$ cat config.mk
export PLATFORM = sky130hd
export DESIGN_NAME = poweron_brownout_reset
export DESIGN_NICKNAME = d
export VERILOG_FILES = /design/src/include/poweron_brownout_pkg.sv /design/src/rtl/poweron_brownout_reset.sv
export SDC_FILE = /design/constraint.sdc
export NUM_CORES = 1
export LEC_CHECK = 0
export ABC_AREA = 0
export CAP_MARGIN = 20
export CORE_MARGIN = 5
export CORE_UTILIZATION = 30
export CTS_CLUSTER_DIAMETER = 30
export CTS_CLUSTER_SIZE = 14
export DETAILED_ROUTE_END_ITERATION = 16
export DONT_BUFFER_PORTS = 1
export MAX_ROUTING_LAYER = met4
export SKIP_LAST_GASP = 1
export SYNTH_ARGS = -nofsm -noshare
export SYNTH_HDL_FRONTEND = slang
export SYNTH_SLANG_ARGS = --single-unit
$ cat constraint.sdc
create_clock -name clk -period 2.2 [get_ports clk]
set_input_delay 0.11 -clock clk [delete_from_list [all_inputs] [get_ports clk]]
set_output_delay 0.11 -clock clk [all_outputs]
set_load 0.02 [all_outputs]
$ cat src/include/poweron_brownout_pkg.sv
// package: register map, field positions, reset values and timing for the reset block
package poweron_brownout_pkg;
	// =========================================
	// register offsets
	localparam logic [7:0] FLAGS_OFFSET    = 8'h87;
	localparam logic [7:0] MONCTRL_OFFSET  = 8'ha3;
	localparam logic [7:0] KEY_OFFSET      = 8'hc7;
	localparam logic [7:0] IRQEN_OFFSET    = 8'ha8;
	// =========================================
	// field positions
	localparam int COLDSTART_BIT  = 4;
	localparam int DETECT_ON_BIT  = 7;
	localparam int LEVEL_SEL_BIT  = 6;
	localparam int RESET_ON_BIT   = 4;
	localparam int EVENT_FLAG_BIT = 3;
	localparam int SUPPLY_IRQ_BIT = 5;
	localparam int GLOBAL_IRQ_BIT = 7;
	// =========================================
	// unlock key sequence
	localparam logic [7:0] KEY_FIRST  = 8'haa;
	localparam logic [7:0] KEY_SECOND = 8'h55;
	// =========================================
	// reset values and timing
	localparam logic [7:0] RESET_VECTOR      = 8'h00;
	localparam logic [7:0] FLAGS_WRITE_MASK  = 8'hdf;
	localparam int         CLK_MHZ           = 40;
	localparam int         OSC_START_NS      = 1000;
	localparam int         OSC_START_CYCLES  = (OSC_START_NS * CLK_MHZ + 999) / 1000;
	localparam int         BOR_HOLD_NS       = 200;
	localparam int         BOR_HOLD_CYCLES   = (BOR_HOLD_NS * CLK_MHZ + 999) / 1000;
	localparam int         CNT_W             = 8;
	// =========================================
	// sequencer states
	typedef enum logic [3:0]
	{
		ST_POR  = 4'b0001,
		ST_OSC  = 4'b0010,
		ST_RUN  = 4'b0100,
		ST_BOR  = 4'b1000
	} seq_state_t;
endpackage

$ cat src/rtl/poweron_brownout_reset.sv
// power-on and brown-out reset sequencer with its flag, monitor control, interrupt enable and key registers
//
// Local design decision: the address-and-strobe port.
`timescale 1ns/1ps
// Contract
// [RL1] hold processor in reset while supply low
// [RL2] start oscillator, then release at vector zero
// [RL3] power-on completion sets cold-start flag
// [RL4] other resets leave cold-start flag alone
// [RL5] software clears cold-start flag after start-up
// [RL6] force port pins quasi-bidirectional during reset
// [RL7] detect falling and rising threshold crossings
// [RL8] brown-out resets only with reset enable set
// [RL9] reset enable clear means flag instead
// [RL10] level select loaded from configuration at reset
// [RL11] select zero is low level, one high
// [RL12] crossing sets brown-out event flag
// [RL13] interrupt when flag and both enables set
// [RL14] software clears the event flag itself
// [RL15] control writes need unlock right before
// [RL16] detector enable loads inverted configuration bit
// [RL17] cleared flag stays clear until supply recovers
// [RL18] unlock is key first then second key
// [RL19] detector off means no brown-out effects
// [RL20] comparator outputs synchronised before use
module poweron_brownout_reset
	import poweron_brownout_pkg::*;
(
	input  wire logic       clk,
	input  wire logic       rst_n,
	input  wire logic       supplyOk,
	input  wire logic       brownoutBelowLow,
	input  wire logic       brownoutBelowHigh,
	input  wire logic       cfgBrownoutDetectOff,
	input  wire logic       cfgBrownoutLevel,
	input  wire logic       warmReset,
	input  wire logic [7:0] addr,
	input  wire logic [7:0] wrData,
	input  wire logic       wrStb,
	input  wire logic       rdStb,
	output logic      [7:0] rdData,
	output logic            cpuReset,
	output logic            fetchEnable,
	output logic      [7:0] fetchAddr,
	output logic            oscEnable,
	output logic            portForceQuasi,
	output logic            brownoutIrq,
	output logic            brownoutLevelSel
);
	// =========================================
	// synchronisers
	logic [2:0] syncA_q;
	logic [2:0] syncB_q;
	always_ff @(posedge clk or negedge rst_n)
	begin
		if (!rst_n)
		begin
			syncA_q <= 3'h0;
			syncB_q <= 3'h0;
		end
		else
		begin
			syncA_q <= {brownoutBelowHigh, brownoutBelowLow, supplyOk}; // [RL20]
			syncB_q <= syncA_q;
		end
	end
	logic supplyGood;
	assign supplyGood = syncB_q[0];
	// =========================================
	// sequencer
	seq_state_t       state_q;
	logic [CNT_W-1:0] cnt_q;
	logic             detectOn_q;
	logic             levelSel_q;
	logic             resetOn_q;
	logic             eventFlag_q;
	logic             below_q;
	logic             belowNow;
	logic             crossing;
	logic             borFire;
	logic             inReset;
	assign belowNow = levelSel_q ? syncB_q[2] : syncB_q[1]; // [RL11]
	assign crossing = detectOn_q && (state_q == ST_RUN) && (belowNow != below_q); // [RL7] [RL19]
	assign borFire  = crossing && resetOn_q; // [RL8] [RL9]
	assign inReset  = (state_q != ST_RUN);
	always_ff @(posedge clk or negedge rst_n)
	begin
		if (!rst_n)
		begin
			state_q <= ST_POR;
			cnt_q   <= '0;
		end
		else
		begin
			case (state_q)
				ST_POR:
				begin
					cnt_q <= '0;
					if (supplyGood)
						state_q <= ST_OSC; // [RL1]
				end
				ST_OSC:
				begin
					if (!supplyGood)
						state_q <= ST_POR;
					else if (cnt_q == CNT_W'(OSC_START_CYCLES - 1))
						state_q <= ST_RUN; // [RL2]
					else
						cnt_q <= cnt_q + 1'b1;
				end
				ST_RUN:
				begin
					cnt_q <= '0;
					if (!supplyGood)
						state_q <= ST_POR;
					else if (borFire || warmReset)
						state_q <= ST_BOR;
				end
				ST_BOR:
				begin
					if (!supplyGood)
						state_q <= ST_POR;
					else if (cnt_q == CNT_W'(BOR_HOLD_CYCLES - 1))
						state_q <= ST_RUN;
					else
						cnt_q <= cnt_q + 1'b1;
				end
				default:
					state_q <= ST_POR;
			endcase
		end
	end
	// =========================================
	// outputs of the sequencer
	always_ff @(posedge clk or negedge rst_n)
	begin
		if (!rst_n)
		begin
			cpuReset       <= 1'b1;
			fetchEnable    <= 1'b0;
			fetchAddr      <= RESET_VECTOR;
			oscEnable      <= 1'b0;
			portForceQuasi <= 1'b1;
		end
		else
		begin
			cpuReset       <= inReset; // [RL1]
			fetchEnable    <= !inReset; // [RL1] [RL2]
			fetchAddr      <= RESET_VECTOR; // [RL2]
			oscEnable      <= (state_q != ST_POR); // [RL2]
			portForceQuasi <= inReset; // [RL6]
		end
	end
	// =========================================
	// timed-access unlock
	logic keyArmed_q;
	logic unlocked_q;
	logic keyWr;
	assign keyWr = wrStb && (addr == KEY_OFFSET);
	always_ff @(posedge clk or negedge rst_n)
	begin
		if (!rst_n)
		begin
			keyArmed_q <= 1'b0;
			unlocked_q <= 1'b0;
		end
		else if (wrStb || rdStb)
		begin
			keyArmed_q <= keyWr && (wrData == KEY_FIRST); // [RL18]
			unlocked_q <= keyWr && (wrData == KEY_SECOND) && keyArmed_q; // [RL15]
		end
	end
	logic monCtrlWr;
	assign monCtrlWr = wrStb && (addr == MONCTRL_OFFSET) && unlocked_q; // [RL15]
	// =========================================
	// monitor control register
	logic loadCfg;
	assign loadCfg = (state_q == ST_POR) || (state_q == ST_BOR);
	always_ff @(posedge clk or negedge rst_n)
	begin
		if (!rst_n)
		begin
			detectOn_q <= 1'b0;
			levelSel_q <= 1'b0;
			resetOn_q  <= 1'b0;
		end
		else if (loadCfg)
		begin
			detectOn_q <= !cfgBrownoutDetectOff; // [RL16]
			levelSel_q <= !cfgBrownoutLevel; // [RL10] [RL11]
		end
		else if (monCtrlWr)
		begin
			detectOn_q <= wrData[DETECT_ON_BIT];
			levelSel_q <= wrData[LEVEL_SEL_BIT];
			resetOn_q  <= wrData[RESET_ON_BIT];
		end
	end
	// level tracked so a cleared flag waits for the opposite crossing
	always_ff @(posedge clk or negedge rst_n)
	begin
		if (!rst_n)
			below_q <= 1'b0;
		else if (state_q != ST_RUN)
			below_q <= 1'b0;
		else
			below_q <= belowNow; // [RL17]
	end
	// set wins over a software clear in the same cycle
	always_ff @(posedge clk or negedge rst_n)
	begin
		if (!rst_n)
			eventFlag_q <= 1'b0;
		else if (crossing && !resetOn_q)
			eventFlag_q <= 1'b1; // [RL12] [RL9]
		else if (monCtrlWr)
			eventFlag_q <= wrData[EVENT_FLAG_BIT]; // [RL14]
	end
	// =========================================
	// cold-start flag and interrupt enables
	logic coldstart_q;
	logic [1:0] irqEn_q;
	always_ff @(posedge clk or negedge rst_n)
	begin
		if (!rst_n)
			coldstart_q <= 1'b0;
		else if (state_q == ST_OSC && cnt_q == CNT_W'(OSC_START_CYCLES - 1) && supplyGood)
			coldstart_q <= 1'b1; // [RL3]
		else if (wrStb && addr == FLAGS_OFFSET)
			coldstart_q <= wrData[COLDSTART_BIT]; // [RL4] [RL5]
	end
	always_ff @(posedge clk or negedge rst_n)
	begin
		if (!rst_n)
			irqEn_q <= 2'h0;
		else if (loadCfg)
			irqEn_q <= 2'h0;
		else if (wrStb && addr == IRQEN_OFFSET)
			irqEn_q <= {wrData[GLOBAL_IRQ_BIT], wrData[SUPPLY_IRQ_BIT]};
	end
	always_ff @(posedge clk or negedge rst_n)
	begin
		if (!rst_n)
		begin
			brownoutIrq      <= 1'b0;
			brownoutLevelSel <= 1'b0;
		end
		else
		begin
			brownoutIrq      <= eventFlag_q && irqEn_q[0] && irqEn_q[1] && detectOn_q; // [RL13]
			brownoutLevelSel <= levelSel_q;
		end
	end
	// =========================================
	// read port
	always_ff @(posedge clk or negedge rst_n)
	begin
		if (!rst_n)
			rdData <= 8'h00;
		else if (rdStb)
		begin
			case (addr)
				FLAGS_OFFSET: rdData <= 8'(coldstart_q) << COLDSTART_BIT;
				MONCTRL_OFFSET: rdData <= (8'(detectOn_q) << DETECT_ON_BIT)
					| (8'(levelSel_q) << LEVEL_SEL_BIT)
					| (8'(resetOn_q) << RESET_ON_BIT)
					| (8'(eventFlag_q) << EVENT_FLAG_BIT);
				IRQEN_OFFSET: rdData <= (8'(irqEn_q[1]) << GLOBAL_IRQ_BIT)
					| (8'(irqEn_q[0]) << SUPPLY_IRQ_BIT);
				default:      rdData <= 8'h00;
			endcase
		end
		else
			rdData <= 8'h00;
	end
	// =========================================
	// checks
	AST_HOLD_LOW: assert property (@(posedge clk) disable iff (!rst_n) // [RL1]
		!supplyGood |-> ##2 (!fetchEnable && cpuReset))
		else $error("fetch enabled while supply low");
	AST_RELEASE: assert property (@(posedge clk) disable iff (!rst_n) // [RL2]
		$rose(fetchEnable) |-> fetchAddr == RESET_VECTOR && $past(oscEnable))
		else $error("release without oscillator or wrong vector");
	AST_COLD_SET: assert property (@(posedge clk) disable iff (!rst_n) // [RL3]
		(state_q == ST_RUN && $past(state_q) == ST_OSC) |-> coldstart_q)
		else $error("cold-start flag not set after power-on");
	AST_COLD_KEEP: assert property (@(posedge clk) disable iff (!rst_n) // [RL4]
		(state_q == ST_BOR && !(wrStb && addr == FLAGS_OFFSET)) |=> $stable(coldstart_q))
		else $error("cold-start flag changed by warm reset");
	AST_QUASI: assert property (@(posedge clk) disable iff (!rst_n) // [RL6]
		inReset |=> (portForceQuasi && cpuReset))
		else $error("port not forced during reset");
	AST_BOR: assert property (@(posedge clk) disable iff (!rst_n) // [RL8]
		(borFire && supplyGood) |=> state_q == ST_BOR)
		else $error("brown-out reset missed");
	AST_FLAG: assert property (@(posedge clk) disable iff (!rst_n) // [RL12]
		(crossing && !resetOn_q) |=> eventFlag_q)
		else $error("event flag not set");
	AST_IRQ: assert property (@(posedge clk) disable iff (!rst_n) // [RL13]
		(eventFlag_q && irqEn_q == 2'h3 && detectOn_q) |=> brownoutIrq)
		else $error("interrupt not raised");
	AST_LOCK: assert property (@(posedge clk) disable iff (!rst_n) // [RL15]
		(wrStb && addr == MONCTRL_OFFSET && !unlocked_q && !loadCfg && !crossing)
		|=> $stable(resetOn_q) && $stable(eventFlag_q))
		else $error("locked write took effect");
	AST_DETECT_OFF: assert property (@(posedge clk) disable iff (!rst_n) // [RL19]
		(!detectOn_q && !monCtrlWr) |=> $stable(eventFlag_q))
		else $error("event with detector off");
	COV_POR: cover property (@(posedge clk) disable iff (!rst_n) $rose(fetchEnable));
	COV_BOR: cover property (@(posedge clk) disable iff (!rst_n) borFire);
	COV_FLAG: cover property (@(posedge clk) disable iff (!rst_n) $rose(eventFlag_q));
	COV_UNLOCK: cover property (@(posedge clk) disable iff (!rst_n) monCtrlWr);
endmodule
# == Word-level counts from Yosys, hierarchy flattened ==
# Cells that the tools add are included.
# word_totals
latch_bits,0
elab_cells,108
output_inout_bits,22
romBits,0
regBits,41
ramBits,0
mem_count,0
in_bits,26
# classes
n_reduce_logical,33
muxes,27
multipliers,0
shifts,0
eq_ne,23
div,0
bitwise_logic,5
add_sub_neg,1
order_cmp,0
# op_table
operator,n
$pmux W8 S3,2
$eq A8 B8 Y1 const B,5
$mux W8,5
$mux W4,7
$logic_and A1 B1 Y1,17
$pmux W4 S4,1
$mux W1,10
$ne A2 B2 Y1 const B,5
$add A8 B1 Y8 const B,1
$eq A8 B3 Y1 const B,1
$eq A8 B6 Y1 const B,1
$eq A8 B7 Y1 const B,1
$or A8 B4 Y8,1
$or A8 B5 Y8,1
$or A8 B6 Y8,1
$or A8 B7 Y8,1
$reduce_bool A2 Y1,4
$ne A3 B3 Y1 const B,2
$reduce_and A5 Y1,1
$eq A4 B1 Y1 const B,1
$eq A4 B2 Y1 const B,1
$eq A4 B3 Y1 const B,1
$eq A4 B4 Y1 const B,1
$logic_not A1 Y1,4
other kinds (11),14

# == Logic depth before layout (Yosys ltp) ==
# depth
ltp_word,8
depth_mapped,6
mapped_depth_nobuf,6

# == Worst setup path before layout ==
# Ideal clock, no wire load.
# synth_path
kind,register to register
start,reg state_q[2]
end,reg cnt_q[3]
n_path_buf,1
stages_incl_launch_ff,7
setup_slack_ps,569
t_arrival_ps,1554
required_ps,2122
cell_sequence,dfrtp_1 buf_6 or3b_4 a31oi_4 o21ai_2 or3_1 a21oi_1
# synth_via
elab_chain_len,4
word_cells_on_any_way,12
classes_between,8 x eq/ne; 1 x mux; 3 x reduce/logical
# synth_rtl
element,line,rtl
from (decl),poweron_brownout_reset.sv:71,seq_state_t state_q;
from (signal assigned),poweron_brownout_reset.sv:90,state_q <= ST_POR;
from (signal assigned),poweron_brownout_reset.sv:100,state_q <= ST_OSC;
from (signal assigned),poweron_brownout_reset.sv:105,state_q <= ST_POR;
$eq A4 B3 Y1 or $eq A4 B1 Y1 (tied branches),poweron_brownout_reset.sv:95,case (state_q)
$reduce_or A2 Y1 (no line),--,
$reduce_bool A3 Y1 (no line),--,
$reduce_and A5 Y1 (no line),--,
to (signal assigned),poweron_brownout_reset.sv:109,cnt_q <= cnt_q + 1'b1;
to (signal assigned),poweron_brownout_reset.sv:126,cnt_q <= cnt_q + 1'b1;
to (decl),poweron_brownout_reset.sv:72,logic [CNT_W-1:0] cnt_q;
# Parallel ways exist; a longest one is shown, timed or not.
# A chain may end at the register's enable or synchronous reset.

# == Worst setup path in the final report ==
# layout_path
start,reg state_q[1]
end,reg cnt_q[3]
# Same word-level chain as after synthesis.

==> impl_metrics.csv <==
group,metric,value,unit
cells_and_area,final_cells,269,
drt,viasPerCell,5.02,
timing,setup_tns,0,ns
placed_design,place_ws,0.314,ns
clock_network,ctsResizeCount,0,
critical_path,worst_ep_required_time,2.42,ns
clock_network,tritoncts,"done",
synthesis,async_flop_share,1.00,
timing,max_freq,525,MHz
drt,route.detailed.drc,0,
placed_design,place.gp.congestion,0.788,
power,peakVddDrop,326,uV
synthesis,synthesis.area,1900,sq um
clock_network,clk_pin_slew,0.07,ns
floorplanning,die_x,89.5,um
critical_path,cp_slowest_stage_delay,0.55,ns
cells_and_area,fin_nets,217,
min_path,min_path_type,"in -> reg",
cells_and_area,syn_to_final_growth,16.6,%
drt,wire_per_inst,14.2,um
drt,first_iter_violations,100,
synthesis,ys_top_cells_by_area,"dfrtp_1 (47%), buf_4 (5.1%), mux2i_1 (3.7%)",
clock_network,hold_buffers,15,
global_route,antenna_found_initial,1,
power,internal_power,1360,uW
placed_design,post_dp_cell_area,1920,sq um
flow_run,maxCapViolations,0,
floorplanning,die_area,8020,sq um
synthesis,yosysTopAreaCell,"dfrtp_1",
critical_path,cp.depth,5,
timing,setup_viol,0,
clock_network,htree_levels,2,
power,total_power,1980,uW
timing,rsz0062_at_grt,"no",
cells_and_area,fin_area,2210,sq um
min_path,hold_depth,3,
critical_path,crit_family,"simple AND/OR/NAND/NOR gates",
placed_design,placed_cells,244,
floorplanning,die_h,89.5,um
global_route,grt_pass1_wl,6.46,mm
synthesis,synth_seq_area_share,0.502,
global_route,grt_pass1_vias,1374,
power,p_comb_frac,0.217,
power,p_sw,620,uW
timing,drv_slew,0,
synthesis,synth-edff-count,0,
critical_path,crit_chain,"or3b_4 > a31oi_4 > o21ai_2 > or3_1 > a21oi_1",
drt,wl,3.82,mm
synthesis,synth_area_per_cell,11.0,sq um
timing,worst_slew_pin_slew,0.499,ns
clock_network,clk_latency,0.29,ns
placed_design,io_buffers,0,
critical_path,r2r_cells,5,
timing,fin_crit_sh,0.867,
synthesis,synth_top_cells_by_count,"dfrtp_1 (36), nor2_1 (15), buf_4 (13)",
global_route,grt_usage,0.109,
timing,hold_viol_final,0,
synthesis,synthFlopType,"dfrtp_1",
floorplanning,start_util,0.304,
global_route,gr-total-overflow,0,
synthesis,yosysMostFrequentCell,"dfrtp_1",
clock_network,clockBufferDepth,2,
power,power_frac_clock,0.309,
placed_design,hpwl,2.61,mm
clock_network,cts.sinks,38,
power,power_leakage,0.000959,uW
timing,worst_slack,0.293,ns
synthesis,yosysWarnings,0,
floorplanning,core_area,6240,sq um
drt,first_pass_iters,4,
global_route,grt_max_degree,39,
cells_and_area,drive_above_1_share,0.105,
critical_path,cp.arrival,2.13,ns
power,seq_power_share,0.474,
power,switching_share,0.313,
timing,slew_headroom,0.665,
floorplanning,num_io_pins,48,
clock_network,cts-root-buf,"clkbuf_8",
drt,ant_nets,0,
critical_path,path_max_fanout,14,
critical_path,slowest_stage,"dfrtp_1",
critical_path,path_class,"reg -> reg",
critical_path,critPathCaptureType,"flip-flop",
clock_network,post_cts_buffers,0,
critical_path,critical_path_buf_inv_count,0,
synthesis,ys_types,50,
synthesis,yosys.area.top_type_share,0.475,
timing,finClkSkew,0.00444,ns
timing,period_minus_slack,1.91,ns
clock_network,numCtsBuffers,5,
synthesis,ys_seq_elements,38,
critical_path,cp-start-kind,"flip-flop",
run_status,outcome,"finished, final reports clean",
drt,via_count,1350,
floorplanning,num_rows,29,
power,power_density,895,nW/um^2
synthesis,syn_inst,172,
## tightest hold or removal path: cells and delay by family
kind	cells	cell delay (ns)
AND/OR/NAND/NOR	3	0.16
## sequential cells by signal, summed over array words and instances (netlist names), 2 cells and up
register  cells
rdData        5
irqEn_q       2
syncB_q       3
state_q       4
syncA_q       3
cnt_q         8
## metal layers
layer	up-vias	routed length (um)	global-route usage
li1	639	-	-
met1	653	1560	0.123
met2	47	1910	0.168
met3	11	228	0.0433
met4	0	114	0.0528
met5	-	0	-
## through the flow
step | hold WS (ns) | util
5_1_grt | 0.0113 | 0.355
2_1_floorplan | -0.186 | -
6_report | 0.0138 | 0.355
3_3_place_gp | -0.184 | 0.308
4_1_cts | 0.000458 | 0.353
3_5_place_dp | -0.184 | 0.308
## kinds of logic (layout without fill, tap and decap cells)
logic type	after synthesis	after routing	synth area share
XOR/XNOR	7	7	0.0323
adder cells (fa/ha/maj)	1	1	0.00659
multiplexers	9	9	0.0488
AO/OA/AOI/OAI	26	26	0.107
other	1	12	0.00198
flip-flops	38	38	0.502
AND/OR/NAND/NOR	71	71	0.232
buffers and inverters	19	28	0.0686
## power by group through the flow
| stage | Sequential (uW) | Combinational (uW) | Clock [uW] |
|---|---|---|---|
| 2_1_floorplan | 870 | 401 | 0 |
| 3_3_place_gp | 948 | 392 | 0 |
| 3_5_place_dp | 953 | 393 | 0 |
| 4_1_cts | 939 | 431 | 629 |
| 5_1_grt | 953 | 482 | 660 |
| 6_report | 938 | 431 | 613 |
## layout by cell type, fill, tap and decap left out, drive strengths merged, types with 3 or more instances in the layout
| cell type | n |
|---|---|
| conb | 11 |
| nor2 | 15 |
| nand4 | 3 |
| xnor2 | 3 |
| nor3 | 4 |
| clkbuf | 7 |
| mux2i | 7 |
| a21oi | 4 |
| dlygate4sd3 | 15 |
| nand3b | 3 |
| nand2 | 9 |
| o21ai | 5 |
| nand3 | 4 |
| and3 | 6 |
| o2111ai | 3 |
| nor2b | 6 |
| dfrtp | 36 |
| xor2 | 4 |
| buf | 3 |
## area by class of cell
cell class	count	area, sq um
clock inverters	1	30.0
inverters	2	7.51
well taps	77	96.3
flip-flops and latches	38	953
diodes	1	2.50
multi-input cells	125	852
fillers	631	4030
repair buffers	18	185
clock buffers	7	86.3
## worst paths after layout
check	start	end	slack (ns)
setup reg to reg	state_q[1]	cnt_q[3]	0.29
hold reg to reg	syncA_q[2]	syncB_q[2]	0.35
hold / removal	wrStb	keyArmed_q	0.01
min in group asynchronous	rst_n	state_q[1]	0.30
setup / recovery	state_q[1]	cnt_q[3]	0.29
max in group asynchronous	rst_n	portForceQuasi	1.65
No activity file was read; power rests on OpenSTA's default activity.
